## config.mk

```make
export PLATFORM = sky130hd
export DESIGN_NAME = cav_regs
export DESIGN_NICKNAME = d
export VERILOG_FILES = /design/src/cav_pkg.sv /design/src/cav_regs.sv
export VERILOG_INCLUDE_DIRS = /design/src
export SDC_FILE = /design/constraint.sdc
export NUM_CORES = 1
export LEC_CHECK = 0
export BUFFER_PORTS_ARGS = -buffer_cell sky130_fd_sc_hd__buf_4
export CORE_ASPECT_RATIO = 0.6
export CORE_MARGIN = 5
export CORE_UTILIZATION = 45
export CTS_BUF_LIST = sky130_fd_sc_hd__clkbuf_4 sky130_fd_sc_hd__clkbuf_8
export DETAILED_ROUTE_END_ITERATION = 10
export PLACE_DENSITY = 0.67
export SLEW_MARGIN = 10
export SYNTH_ARGS = -nofsm -noshare
export SYNTH_HDL_FRONTEND = slang
export SYNTH_SLANG_ARGS = --single-unit
```

## constraint.sdc

```tcl
create_clock -name i_core_clk -period 5.4 [get_ports i_core_clk]
set_input_delay 0.27 -clock i_core_clk [delete_from_list [all_inputs] [get_ports i_core_clk]]
set_output_delay 0.27 -clock i_core_clk [all_outputs]
set_load 0.01 [all_outputs]
```

## src/cav_params.svh

```systemverilog
//////////////////////////////////////////////////////////////////////////////
// Purpose : register addresses and reset values of the counter array
//           value registers
// Assumes : 8-bit special-function register bus, byte addresses
// Notes   : definitions only
//////////////////////////////////////////////////////////////////////////////
`ifndef CAV_PARAMS_SVH
`define CAV_PARAMS_SVH

// counter byte addresses
`define CAV_ADDR_CNT_LO  8'hF9
`define CAV_ADDR_CNT_HI  8'hFA

// compare low byte addresses, channels 0 to 5
`define CAV_ADDR_CPL0    8'hFB
`define CAV_ADDR_CPL1    8'hE9
`define CAV_ADDR_CPL2    8'hEB
`define CAV_ADDR_CPL3    8'hED
`define CAV_ADDR_CPL4    8'hFD
`define CAV_ADDR_CPL5    8'hD2

// compare high byte addresses, channels 0 to 5
`define CAV_ADDR_CPH0    8'hFC
`define CAV_ADDR_CPH1    8'hEA
`define CAV_ADDR_CPH2    8'hEC
`define CAV_ADDR_CPH3    8'hEE
`define CAV_ADDR_CPH4    8'hFE
`define CAV_ADDR_CPH5    8'hD3

// reset values and read value of an unmapped address
`define CAV_RST_BYTE     8'h00
`define CAV_RST_WORD     16'h0000
`define CAV_RD_UNMAPPED  8'h00

// channel that becomes the watchdog
`define CAV_WDT_CHANNEL  5

`endif

```

## src/cav_pkg.sv

```systemverilog
//////////////////////////////////////////////////////////////////////////////
// Purpose : types shared by the counter array value registers
// Assumes : six capture/compare channels
// Notes   : address and reset constants live in cav_params.svh
//////////////////////////////////////////////////////////////////////////////
package cav_pkg;

	localparam int CAV_CHANNELS = 6;

	typedef logic [7:0]  cav_byte_t;
	typedef logic [15:0] cav_word_t;

	// one bus request
	typedef struct packed {
		logic      rd;
		logic      wr;
		cav_byte_t addr;
		cav_byte_t wdata;
	} cav_sfr_req_s;

	// whole state of the register block
	typedef struct packed {
		cav_word_t                        counter;
		cav_byte_t                        snapshot;
		logic [CAV_CHANNELS-1:0][15:0]    cmp;
		logic [CAV_CHANNELS-1:0][15:0]    rld;
		logic [CAV_CHANNELS-1:0]          ecom;
		cav_byte_t                        rdata;
		logic                             wdt_lock;
	} cav_state_s;

endpackage : cav_pkg

```

## src/cav_regs.sv

```systemverilog
//////////////////////////////////////////////////////////////////////////////
// Purpose : value registers of a 16-bit counter array with six
//           capture/compare channels, reached over the byte register bus
// Assumes : bus strobes are one-cycle pulses on i_core_clk; count step
//           and lock bits come from logic on the same clock
// Notes   : read data appears on the edge after the read strobe
//
// Summary of operation
// - counter high byte held, read/write, resets zero
// - high read returns snapshot loaded on low read
// - watchdog enabled blocks counter high byte writes
// - six channels, each with own low/high address
// - low byte holds value bits 7:0, resets zero
// - high byte holds value bits 15:8, resets zero
// - reload select maps low address to reload low
// - reload select maps high address to reload high
// - low byte write clears comparator enable
// - high byte write sets comparator enable
// - counter low byte held, read/write, resets zero
// - comparator enable high enables channel comparison
// - watchdog enabled locks channel five mode register
//////////////////////////////////////////////////////////////////////////////
`include "cav_params.svh"

module cav_regs
	import cav_pkg::*;
#(
	parameter int CHANNELS = CAV_CHANNELS
) (
	// clock and reset
	input  wire logic                     i_core_clk,
	input  wire logic                     i_reset,
	// register bus
	input  wire logic                     i_sfr_rd,
	input  wire logic                     i_sfr_wr,
	input  wire logic [7:0]               i_sfr_addr,
	input  wire logic [7:0]               i_sfr_wdata,
	output logic      [7:0]               o_sfr_rdata,
	// control bits from the mode logic
	input  wire logic                     i_watchdog_enable_bit,
	input  wire logic                     i_reload_select_bit,
	input  wire logic                     i_count_step,
	// values to the counting and match logic
	output logic      [15:0]              o_counter,
	output logic      [CHANNELS-1:0][15:0] o_compare_value,
	output logic      [CHANNELS-1:0][15:0] o_reload_value,
	output logic      [CHANNELS-1:0]      o_comparator_function_enable,
	output logic                          o_module5_mode_lock
);

	//////////////////////////////////////////////////////////////////////////
	// address tables
	localparam logic [5:0][7:0] LO_ADDR = {
		`CAV_ADDR_CPL5, `CAV_ADDR_CPL4, `CAV_ADDR_CPL3,
		`CAV_ADDR_CPL2, `CAV_ADDR_CPL1, `CAV_ADDR_CPL0};
	localparam logic [5:0][7:0] HI_ADDR = {
		`CAV_ADDR_CPH5, `CAV_ADDR_CPH4, `CAV_ADDR_CPH3,
		`CAV_ADDR_CPH2, `CAV_ADDR_CPH1, `CAV_ADDR_CPH0};

	cav_sfr_req_s         req;
	cav_state_s           state_reg;
	cav_state_s           state_next;
	logic [CHANNELS-1:0]  lo_sel;
	logic [CHANNELS-1:0]  hi_sel;
	logic [2:0]           lo_idx;
	logic [2:0]           hi_idx;
	logic                 cnt_lo_sel;
	logic                 cnt_hi_sel;
	logic [15:0]          cnt_step;

	// gather the bus request
	assign req.rd    = i_sfr_rd;
	assign req.wr    = i_sfr_wr;
	assign req.addr  = i_sfr_addr;
	assign req.wdata = i_sfr_wdata;

	//////////////////////////////////////////////////////////////////////////
	// address decode: one select per channel byte
	always_comb begin
		lo_sel = '0;
		hi_sel = '0;
		lo_idx = 3'h0;
		hi_idx = 3'h0;
		for (int k = 0; k < CHANNELS; k++) begin
			if (req.addr == LO_ADDR[k]) begin
				lo_sel[k] = 1'b1;
				lo_idx    = 3'(k);
			end
			if (req.addr == HI_ADDR[k]) begin
				hi_sel[k] = 1'b1;
				hi_idx    = 3'(k);
			end
		end
	end

	assign cnt_lo_sel = (req.addr == `CAV_ADDR_CNT_LO);
	assign cnt_hi_sel = (req.addr == `CAV_ADDR_CNT_HI);
	assign cnt_step   = state_reg.counter + {15'h0000, i_count_step};

	//////////////////////////////////////////////////////////////////////////
	// next state
	always_comb begin
		state_next          = state_reg;
		state_next.wdt_lock = i_watchdog_enable_bit;
		state_next.counter  = cnt_step;
		// counter bytes, writes blocked while the watchdog runs
		if (req.wr && cnt_lo_sel && !i_watchdog_enable_bit) begin
			state_next.counter[7:0] = req.wdata;
		end
		if (req.wr && cnt_hi_sel && !i_watchdog_enable_bit) begin
			state_next.counter[15:8] = req.wdata;
		end
		// channel bytes: compare value or reload value
		for (int k = 0; k < CHANNELS; k++) begin
			if (req.wr && lo_sel[k]) begin
				state_next.ecom[k] = 1'b0;
				if (i_reload_select_bit) begin
					state_next.rld[k][7:0] = req.wdata;
				end else begin
					state_next.cmp[k][7:0] = req.wdata;
				end
			end
			if (req.wr && hi_sel[k]) begin
				state_next.ecom[k] = 1'b1;
				if (i_reload_select_bit) begin
					state_next.rld[k][15:8] = req.wdata;
				end else begin
					state_next.cmp[k][15:8] = req.wdata;
				end
			end
		end
		// reads: low byte is live and freezes the high byte
		if (req.rd) begin
			state_next.rdata = `CAV_RD_UNMAPPED;
			if (cnt_lo_sel) begin
				state_next.rdata    = state_reg.counter[7:0];
				state_next.snapshot = state_reg.counter[15:8];
			end
			if (cnt_hi_sel) begin
				state_next.rdata = state_reg.snapshot;
			end
			if (|lo_sel) begin
				state_next.rdata = i_reload_select_bit ?
					state_reg.rld[lo_idx][7:0] :
					state_reg.cmp[lo_idx][7:0];
			end
			if (|hi_sel) begin
				state_next.rdata = i_reload_select_bit ?
					state_reg.rld[hi_idx][15:8] :
					state_reg.cmp[hi_idx][15:8];
			end
		end
	end

	//////////////////////////////////////////////////////////////////////////
	// state register
	always_ff @(posedge i_core_clk) begin
		if (i_reset) begin
			state_reg.counter  <= `CAV_RST_WORD;
			state_reg.snapshot <= `CAV_RST_BYTE;
			state_reg.cmp      <= '0;
			state_reg.rld      <= '0;
			state_reg.ecom     <= '0;
			state_reg.rdata    <= `CAV_RST_BYTE;
			state_reg.wdt_lock <= 1'b0;
		end else begin
			state_reg <= state_next;
		end
	end

	//////////////////////////////////////////////////////////////////////////
	// outputs straight from the state register
	assign o_sfr_rdata                  = state_reg.rdata;
	assign o_counter                    = state_reg.counter;
	assign o_compare_value              = state_reg.cmp;
	assign o_reload_value               = state_reg.rld;
	assign o_comparator_function_enable = state_reg.ecom;
	assign o_module5_mode_lock          = state_reg.wdt_lock;
endmodule : cav_regs

```

==> flow_metrics.env, run 1 <==
export IMPL_status="finished clean"
export IMPL_final_net_count=1402
export IMPL_wl_per_cell_um=23.5
export IMPL_design_portCount=246
export IMPL_critical_path_capture_point="o_sfr_rdata[3]"
export IMPL_global_route_usage_total_pct=25.3
export IMPL_cts_num_sinks=231
export IMPL_detail_route_vias_per_cell=5.70
export IMPL_max_slew_margin_pct=13.8
export IMPL_cp_arrival_ns=3.53
export IMPL_cts_clk_slew_worst_paths_ns=0.06
export IMPL_required_ns=5.78
export IMPL_cts_htree_levels=2
export IMPL_die_y_um=139
export IMPL_worstReg2RegEnd="o_sfr_rdata[3]"
export IMPL_critical_path_endpoint_type="flip-flop"
export IMPL_dieWidth_um=224
export IMPL_row_count=47
export IMPL_vias_in_the_first_global_route=9480
export IMPL_worstHoldPathCells=3
export IMPL_placement_io_buffers=245
export IMPL_grt_pass1_wl_um=61100
export IMPL_grt_max_degree=142
export IMPL_synth_lib_cells_used_distinct=58
export IMPL_post_dp_cell_area_um2=12700
export IMPL_final_min_clock_period_ns=3.15
export IMPL_ir_drop_mv=0.164
export IMPL_design_area_um2=13400
export IMPL_hold_violations=0
export IMPL_worstPathMaxFanout=47
export IMPL_worst_r2r_cell_count=4
export IMPL_ys_flop_type="sky130_fd_sc_hd__dfxtp_1"
export IMPL_cts_root_buf="sky130_fd_sc_hd__clkbuf_8"
export IMPL_critPathLaunchType="primary input"
export IMPL_mapped_cell_area_um2=12400
export IMPL_grt_setup_unrepaired="false"
export IMPL_clock_buffers_created_by_tritoncts=38
export IMPL_routed_wirelength_um=41400
export IMPL_dr_total_vias=10000
export IMPL_cts_tree="built"
export IMPL_worstSetupPathType="in -> reg"
export IMPL_rr_startpoint="o_reload_value[35]"
export IMPL_floorplan_die_area_um2=31100
export IMPL_initial_utilization_pct=45.3
export IMPL_total_gr_overflow=0
export IMPL_maximum_clock_rate_mhz=318
export IMPL_placeableCoreArea_um2=27300
export IMPL_holdCritStartpoint="i_sfr_wr"
export IMPL_ys_ff_latch=231
export IMPL_ys_warnings_count=0
export IMPL_timing_setup_tns_ns=0
export IMPL_number_of_nets_in_the_synthesized_netlist=1424
export IMPL_gpl_final_weighted_congestion=0.970
export IMPL_worst_hold_slack_ns=0.0579
export IMPL_pwr_density_cell_nw_per_um2=255
export IMPL_worst_clock_skew_ns=0.0140
export IMPL_postSynth_asyncResetShare_pct=0
export IMPL_antenna_left=0
export IMPL_detailedRoute_firstPassIterationCount=8
export IMPL_dr_first_iter_drc_count=928
export IMPL_grt_antenna_before_repair=0
export IMPL_finalMaxSlewViolations=0
export IMPL_layout_drive_gt1_share_pct=23.7
export IMPL_syn_to_final_growth_pct=8.28
export IMPL_setup_viol=0
export IMPL_postCtsResizedCells=0
export IMPL_register_area_share_after_synthesis_pct=37.3
export IMPL_post_synth_cell_area_avg_um2=8.85
export IMPL_worstSetupStartpoint="i_sfr_addr[4]"
export IMPL_hold_path_class="in -> reg"
export IMPL_leading_cell_type_in_the_layout_fill_and_taps_excluded="sky130_fd_sc_hd__buf_4"
export IMPL_synth_enable_flop_cells=0
export IMPL_cts_max_path_buffers=3
export IMPL_period_utilization_pct=58.3
export IMPL_reported_leakage_power_nw=5.94
export IMPL_drv_cap=0
export IMPL_tightestPinTransition_ns=1.28
export IMPL_post_synth_inst_count=1399
export IMPL_setup_reg_to_reg_worst_slack_ns=3.22
export IMPL_dp_final_hpwl_um=29300
export IMPL_clkLatencyLatePin_ns=0.56
export IMPL_most_frequent_cells_in_the_layout="sky130_fd_sc_hd__buf_4, sky130_fd_sc_hd__dfxtp_1, sky130_fd_sc_hd__mux2i_1"
export IMPL_power_total_mw=3.42
export IMPL_drc=0
export IMPL_postLayoutCoreUtil_pct=49.1
export IMPL_diodes=0
cells by family (layout without fill, tap and decap cells):
kind of cell / count (synthesis) / count (layout) / share of synthesized area (%)
simple gates: 425 / 425 / 15.1
flops: 231 / 231 / 37.3
xor+xnor: 16 / 16 / 1.13
mux: 231 / 231 / 20.4
compound gates: 175 / 175 / 8.90
fa+ha+maj: 2 / 2 / 0.202
buf+inv: 319 / 314 / 16.9
timing repair:
item                      CTS  global route
setup buffers               0             0
hold endpoints to repair    1             0
hold buffers                1             0
power breakdown:
part | switching, mW | leakage, nW | internal, mW
clock network | 0.702 | 0.372 | 0.828
logic | 0.133 | 3.71 | 0.0434
registers | 0.00654 | 1.86 | 1.71
layer usage:
layer / GRT usage [%] / up-vias / routed length [um]
met4: 6.47 / 0 / 952
li1: - / 4569 / -
met1: 36.3 / 4889 / 18100
met5: 0 / - / 0
met2: 37.8 / 512 / 18100
met3: 6.82 / 74 / 4300
cells in the mapped netlist (2+ instances only):
cell / count / area share, %
sky130_fd_sc_hd__o21ai_1: 2 / 0.081
sky130_fd_sc_hd__o211ai_1: 8 / 0.48
sky130_fd_sc_hd__ha_1: 2 / 0.20
sky130_fd_sc_hd__dfxtp_1: 231 / 37
sky130_fd_sc_hd__buf_4: 223 / 14
sky130_fd_sc_hd__nand2_1: 96 / 2.9
sky130_fd_sc_hd__a21boi_0: 7 / 0.42
sky130_fd_sc_hd__nor3_1: 4 / 0.16
sky130_fd_sc_hd__a21o_1: 2 / 0.12
sky130_fd_sc_hd__nor3_2: 6 / 0.48
sky130_fd_sc_hd__buf_2: 11 / 0.44
sky130_fd_sc_hd__a22oi_1: 8 / 0.48
sky130_fd_sc_hd__mux4_1: 11 / 2.3
sky130_fd_sc_hd__mux4_2: 3 / 0.55
sky130_fd_sc_hd__nand4_1: 4 / 0.20
sky130_fd_sc_hd__and2_1: 3 / 0.15
sky130_fd_sc_hd__nand3_1: 75 / 3.0
sky130_fd_sc_hd__xnor2_1: 6 / 0.42
sky130_fd_sc_hd__a21oi_1: 66 / 2.7
sky130_fd_sc_hd__a211oi_1: 14 / 0.85
sky130_fd_sc_hd__nor4_1: 9 / 0.45
sky130_fd_sc_hd__a311oi_1: 7 / 0.49
sky130_fd_sc_hd__clkbuf_1: 59 / 1.8
sky130_fd_sc_hd__a32oi_1: 7 / 0.49
sky130_fd_sc_hd__inv_1: 3 / 0.091
sky130_fd_sc_hd__nand2b_1: 2 / 0.10
sky130_fd_sc_hd__nor2b_1: 4 / 0.20
sky130_fd_sc_hd__nor2_1: 203 / 6.2
sky130_fd_sc_hd__mux2_1: 2 / 0.18
sky130_fd_sc_hd__nor3b_1: 2 / 0.12
sky130_fd_sc_hd__xor2_1: 10 / 0.71
sky130_fd_sc_hd__buf_1: 19 / 0.58
sky130_fd_sc_hd__and3_1: 4 / 0.20
sky130_fd_sc_hd__o21ai_0: 16 / 0.65
sky130_fd_sc_hd__nand4b_1: 2 / 0.14
sky130_fd_sc_hd__and4_1: 2 / 0.14
sky130_fd_sc_hd__mux2i_1: 214 / 17
sky130_fd_sc_hd__o22ai_1: 31 / 1.6
sky130_fd_sc_hd__buf_6: 2 / 0.18
critical path, stage by stage:
cell	delay, ns
sky130_fd_sc_hd__buf_4	0.13
sky130_fd_sc_hd__nand3_1	0.18
sky130_fd_sc_hd__nor4_2	0.59
sky130_fd_sc_hd__a21oi_4	0.10
sky130_fd_sc_hd__buf_4	0.38
sky130_fd_sc_hd__mux2i_1	0.37
sky130_fd_sc_hd__o22ai_1	0.14
sky130_fd_sc_hd__nor4_1	1.07
sky130_fd_sc_hd__a311oi_1	0.23
worst min path at each step:
stage | endpoint | slack (ns)
after global routing | o_comparator_function_enable[2] | 0.04
after global placement | state_reg[208] | 0.44
after CTS | o_comparator_function_enable[2] | 0.02
after floorplan | o_module5_mode_lock | 0.40
after detailed placement | state_reg[208] | 0.45
final | o_comparator_function_enable[2] | 0.06
through the flow:
step | cells | setup slack [ns]
floorplan | 1399 | 3.01
global placement | 1703 | 2.15
global route | 1761 | 2.23
detailed placement | 1703 | 2.07
finish | 1761 | 2.25
CTS | 1761 | 2.64
cell type report:
type                            count  area (um2)
Sequential cell                   231        4620
Tap cell                          367         459
Fill cell                        2630       13900
Clock inverter                      4        53.8
Clock buffer                       53         661
Timing Repair Buffer              254        1910
Inverter                            3        11.3
Multi-Input combinational cell    849        5690
(Power assumes the default switching activity.)
==> inputs of run 2 (changes only) <==
Settings changed: PLACE_DENSITY 0.67 to 0.7.
Clock period 5.4 ns to 2.5 ns, I/O delays scaled along.
==> flow_metrics.env, run 2 (synthesized netlist as in run 1, its figures left out) <==
export IMPL_post_dp_cell_area_um2=13200
export IMPL_critPathLaunchType="primary input"
export IMPL_detail_route_vias_per_cell=5.61
export IMPL_preCtsSetupSlack_ns=0.00212
export IMPL_critical_path_cell_chain="dlygate4sd3_1 -> buf_4 -> nor2b_1 -> buf_4 -> a21oi_4 -> buf_12 -> mux2i_1 -> o22ai_1 -> nor4_1 -> buf_4 -> a311oi_1"
export IMPL_required_ns=2.93
export IMPL_diodes=0
export IMPL_rr_startpoint="o_counter[0]"
export IMPL_die_y_um=139
export IMPL_hold_path_class="in -> reg"
export IMPL_syn_to_final_growth_pct=13.4
export IMPL_design_portCount=246
export IMPL_worstHoldPathCells=3
export IMPL_worstSetupPathType="in -> reg"
export IMPL_switching_power_mw=1.91
export IMPL_reported_leakage_power_nw=6.31
export IMPL_initial_utilization_pct=45.3
export IMPL_path_delay_family="buffers and inverters"
export IMPL_cts_num_sinks=231
export IMPL_power_internal_mw=5.75
export IMPL_dp_final_hpwl_um=30100
export IMPL_global_route_usage_total_pct=25.4
export IMPL_row_count=47
export IMPL_detailedRoute_firstPassIterationCount=5
export IMPL_routed_wirelength_um=41600
export IMPL_nFillCells=2589
export IMPL_dieWidth_um=224
export IMPL_critical_path_most_common_cell="sky130_fd_sc_hd__buf_4"
export IMPL_holdPathEnd="o_reload_value[46]"
export IMPL_cts_max_path_buffers=3
export IMPL_placeableCoreArea_um2=27300
export IMPL_critPathSlowestCell="sky130_fd_sc_hd__dlygate4sd3_1"
export IMPL_wl_per_cell_um=22.7
export IMPL_status="finished clean"
export IMPL_final_net_count=1461
export IMPL_antenna_left=0
export IMPL_layout_drive_gt1_share_pct=26.7
export IMPL_tightestPinTransition_ns=0.711
export IMPL_switching_share_pct=25.0
export IMPL_max_slew_margin_pct=52.6
export IMPL_worstReg2RegEnd="o_counter[10]"
export IMPL_placement_io_buffers=245
export IMPL_worst_r2r_cell_count=8
export IMPL_clock_buffers_created_by_tritoncts=37
export IMPL_setup_reg_to_reg_worst_slack_ns=0.42
export IMPL_grt_antenna_before_repair=0
export IMPL_period_utilization_pct=97.8
export IMPL_share_seq_of_total_power_pct=48.4
export IMPL_postLayoutSetupSlackWorst_ns=0.0558
export IMPL_cts_root_buf="sky130_fd_sc_hd__clkbuf_8"
export IMPL_leading_cell_type_in_the_layout_fill_and_taps_excluded="sky130_fd_sc_hd__buf_4"
export IMPL_cts_clk_slew_worst_paths_ns=0.07
export IMPL_setup_viol=0
export IMPL_cp_num_buf_inv=5
export IMPL_worstPathMaxFanout=26
export IMPL_finalMaxSlewViolations=0
export IMPL_power_frac_comb_pct=5.6
export IMPL_most_frequent_cells_in_the_layout="sky130_fd_sc_hd__buf_4, sky130_fd_sc_hd__dfxtp_1, sky130_fd_sc_hd__mux2i_1"
export IMPL_gpl_final_weighted_congestion=0.922
export IMPL_maximum_clock_rate_mhz=409
export IMPL_pwr_density_cell_nw_per_um2=546
export IMPL_worst_clock_skew_ns=0.0167
export IMPL_final_min_clock_period_ns=2.44
export IMPL_vias_in_the_first_global_route=9804
export IMPL_holdCritStartpoint="i_sfr_wdata[6]"
export IMPL_critical_path_max_stage_delay_ns=0.58
export IMPL_power_total_mw=7.66
export IMPL_floorplan_die_area_um2=31100
export IMPL_grt_pass1_wl_um=61500
export IMPL_design_area_um2=14000
export IMPL_grt_max_degree=85
export IMPL_grt_setup_unrepaired="false"
export IMPL_cts_htree_levels=2
export IMPL_postCtsSetupBuffers=0
export IMPL_cp_arrival_ns=2.88
export IMPL_p_clk_share_pct=46.0
export IMPL_timing_setup_tns_ns=0
export IMPL_cts_tree="built"
export IMPL_drv_cap=0
export IMPL_dr_first_iter_drc_count=927
export IMPL_hold_violations=0
export IMPL_drc=0
export IMPL_ir_drop_mv=0.393
export IMPL_total_gr_overflow=0
export IMPL_dr_total_vias=10300
export IMPL_critical_path_endpoint_type="flip-flop"
export IMPL_clkLatencyLatePin_ns=0.56
==> run 2: changes by cell type in the layout (fill, tap and decap cells not counted) <==
| cell | previous run | this run |
|---|---|---|
| sky130_fd_sc_hd__clkinvlp_4 | 2 | 1 |
| sky130_fd_sc_hd__clkbuf_8 | 42 | 47 |
| sky130_fd_sc_hd__buf_12 | 0 | 7 |
| sky130_fd_sc_hd__clkbuf_4 | 11 | 8 |
| sky130_fd_sc_hd__dlygate4sd3_1 | 1 | 8 |
| sky130_fd_sc_hd__buf_4 | 252 | 298 |
| sky130_fd_sc_hd__clkinv_2 | 0 | 7 |
==> run 2: per-layer routing <==
| metal | share of wire, % | global-route usage [%] |
|---|---|---|
| met5 | 0 | 0 |
| met4 | 1.7 | 6.05 |
| met3 | 9.6 | 6.53 |
| met2 | 45 | 39.4 |
| met1 | 44 | 35.7 |
==> run 2: worst register-to-register path: stages (launching register included) <==
cell                       delay [ns]
sky130_fd_sc_hd__dfxtp_1         0.41
sky130_fd_sc_hd__ha_1            0.21
sky130_fd_sc_hd__ha_1            0.19
sky130_fd_sc_hd__and3_1          0.19
sky130_fd_sc_hd__nand3_1         0.14
sky130_fd_sc_hd__nor2_1          0.34
sky130_fd_sc_hd__nand3_1         0.14
sky130_fd_sc_hd__xor2_1          0.16
sky130_fd_sc_hd__a211oi_1        0.22
==> run 2: area by class of cell <==
class | count | area [um2] | area share [%]
inverters | 3 | 11.3 | 0.0802
well taps | 367 | 459 | 3.27
repair buffers | 314 | 2470 | 17.6
clock inverters | 10 | 81.3 | 0.579
flip-flops and latches | 231 | 4620 | 32.9
clock buffers | 55 | 707 | 5.03
multi-input cells | 849 | 5690 | 40.5
==> run 2: per-stage QoR <==
step,std cells,utilization (%),hold WS [ns]
floorplan,1399,-,0.253
global placement,1756,48.2,0.346
detailed placement,1756,48.2,0.385
CTS,1829,51.4,0.000303
global route,1829,51.4,0.0259
finish,1829,51.4,0.0277
==> run 2: power by group through the flow <==
stage | Combinational, mW | Clock, mW | Sequential, mW
after global placement | 0.410 | 0 | 3.79
after detailed placement | 0.410 | 0 | 3.79
final | 0.430 | 3.52 | 3.71
after floorplan | 0.246 | 0 | 3.78
after global routing | 0.454 | 3.75 | 3.70
after CTS | 0.423 | 3.57 | 3.71
==> run 2: what timing repair did <==
| item | CTS | global route |
|---|---|---|
| resized for setup | 0 | 0 |
| hold endpoints to repair | 20 | 0 |
| hold buffers | 8 | 0 |
| endpoints found under the setup margin | 0 | 0 |
==> run 2: worst max path at each step <==
stage / from / end / slack [ns] / cells past startpoint
floorplan: i_sfr_addr[3] / o_sfr_rdata[1] / 0.25 / 9
global placement: i_sfr_addr[5] / o_sfr_rdata[3] / 0.04 / 11
detailed placement: i_sfr_addr[5] / o_sfr_rdata[3] / 0.002 / 11
CTS: i_sfr_addr[1] / o_sfr_rdata[3] / 0.14 / 11
global route: i_sfr_addr[1] / o_sfr_rdata[3] / 0.02 / 10
finish: i_sfr_addr[1] / o_sfr_rdata[3] / 0.06 / 11
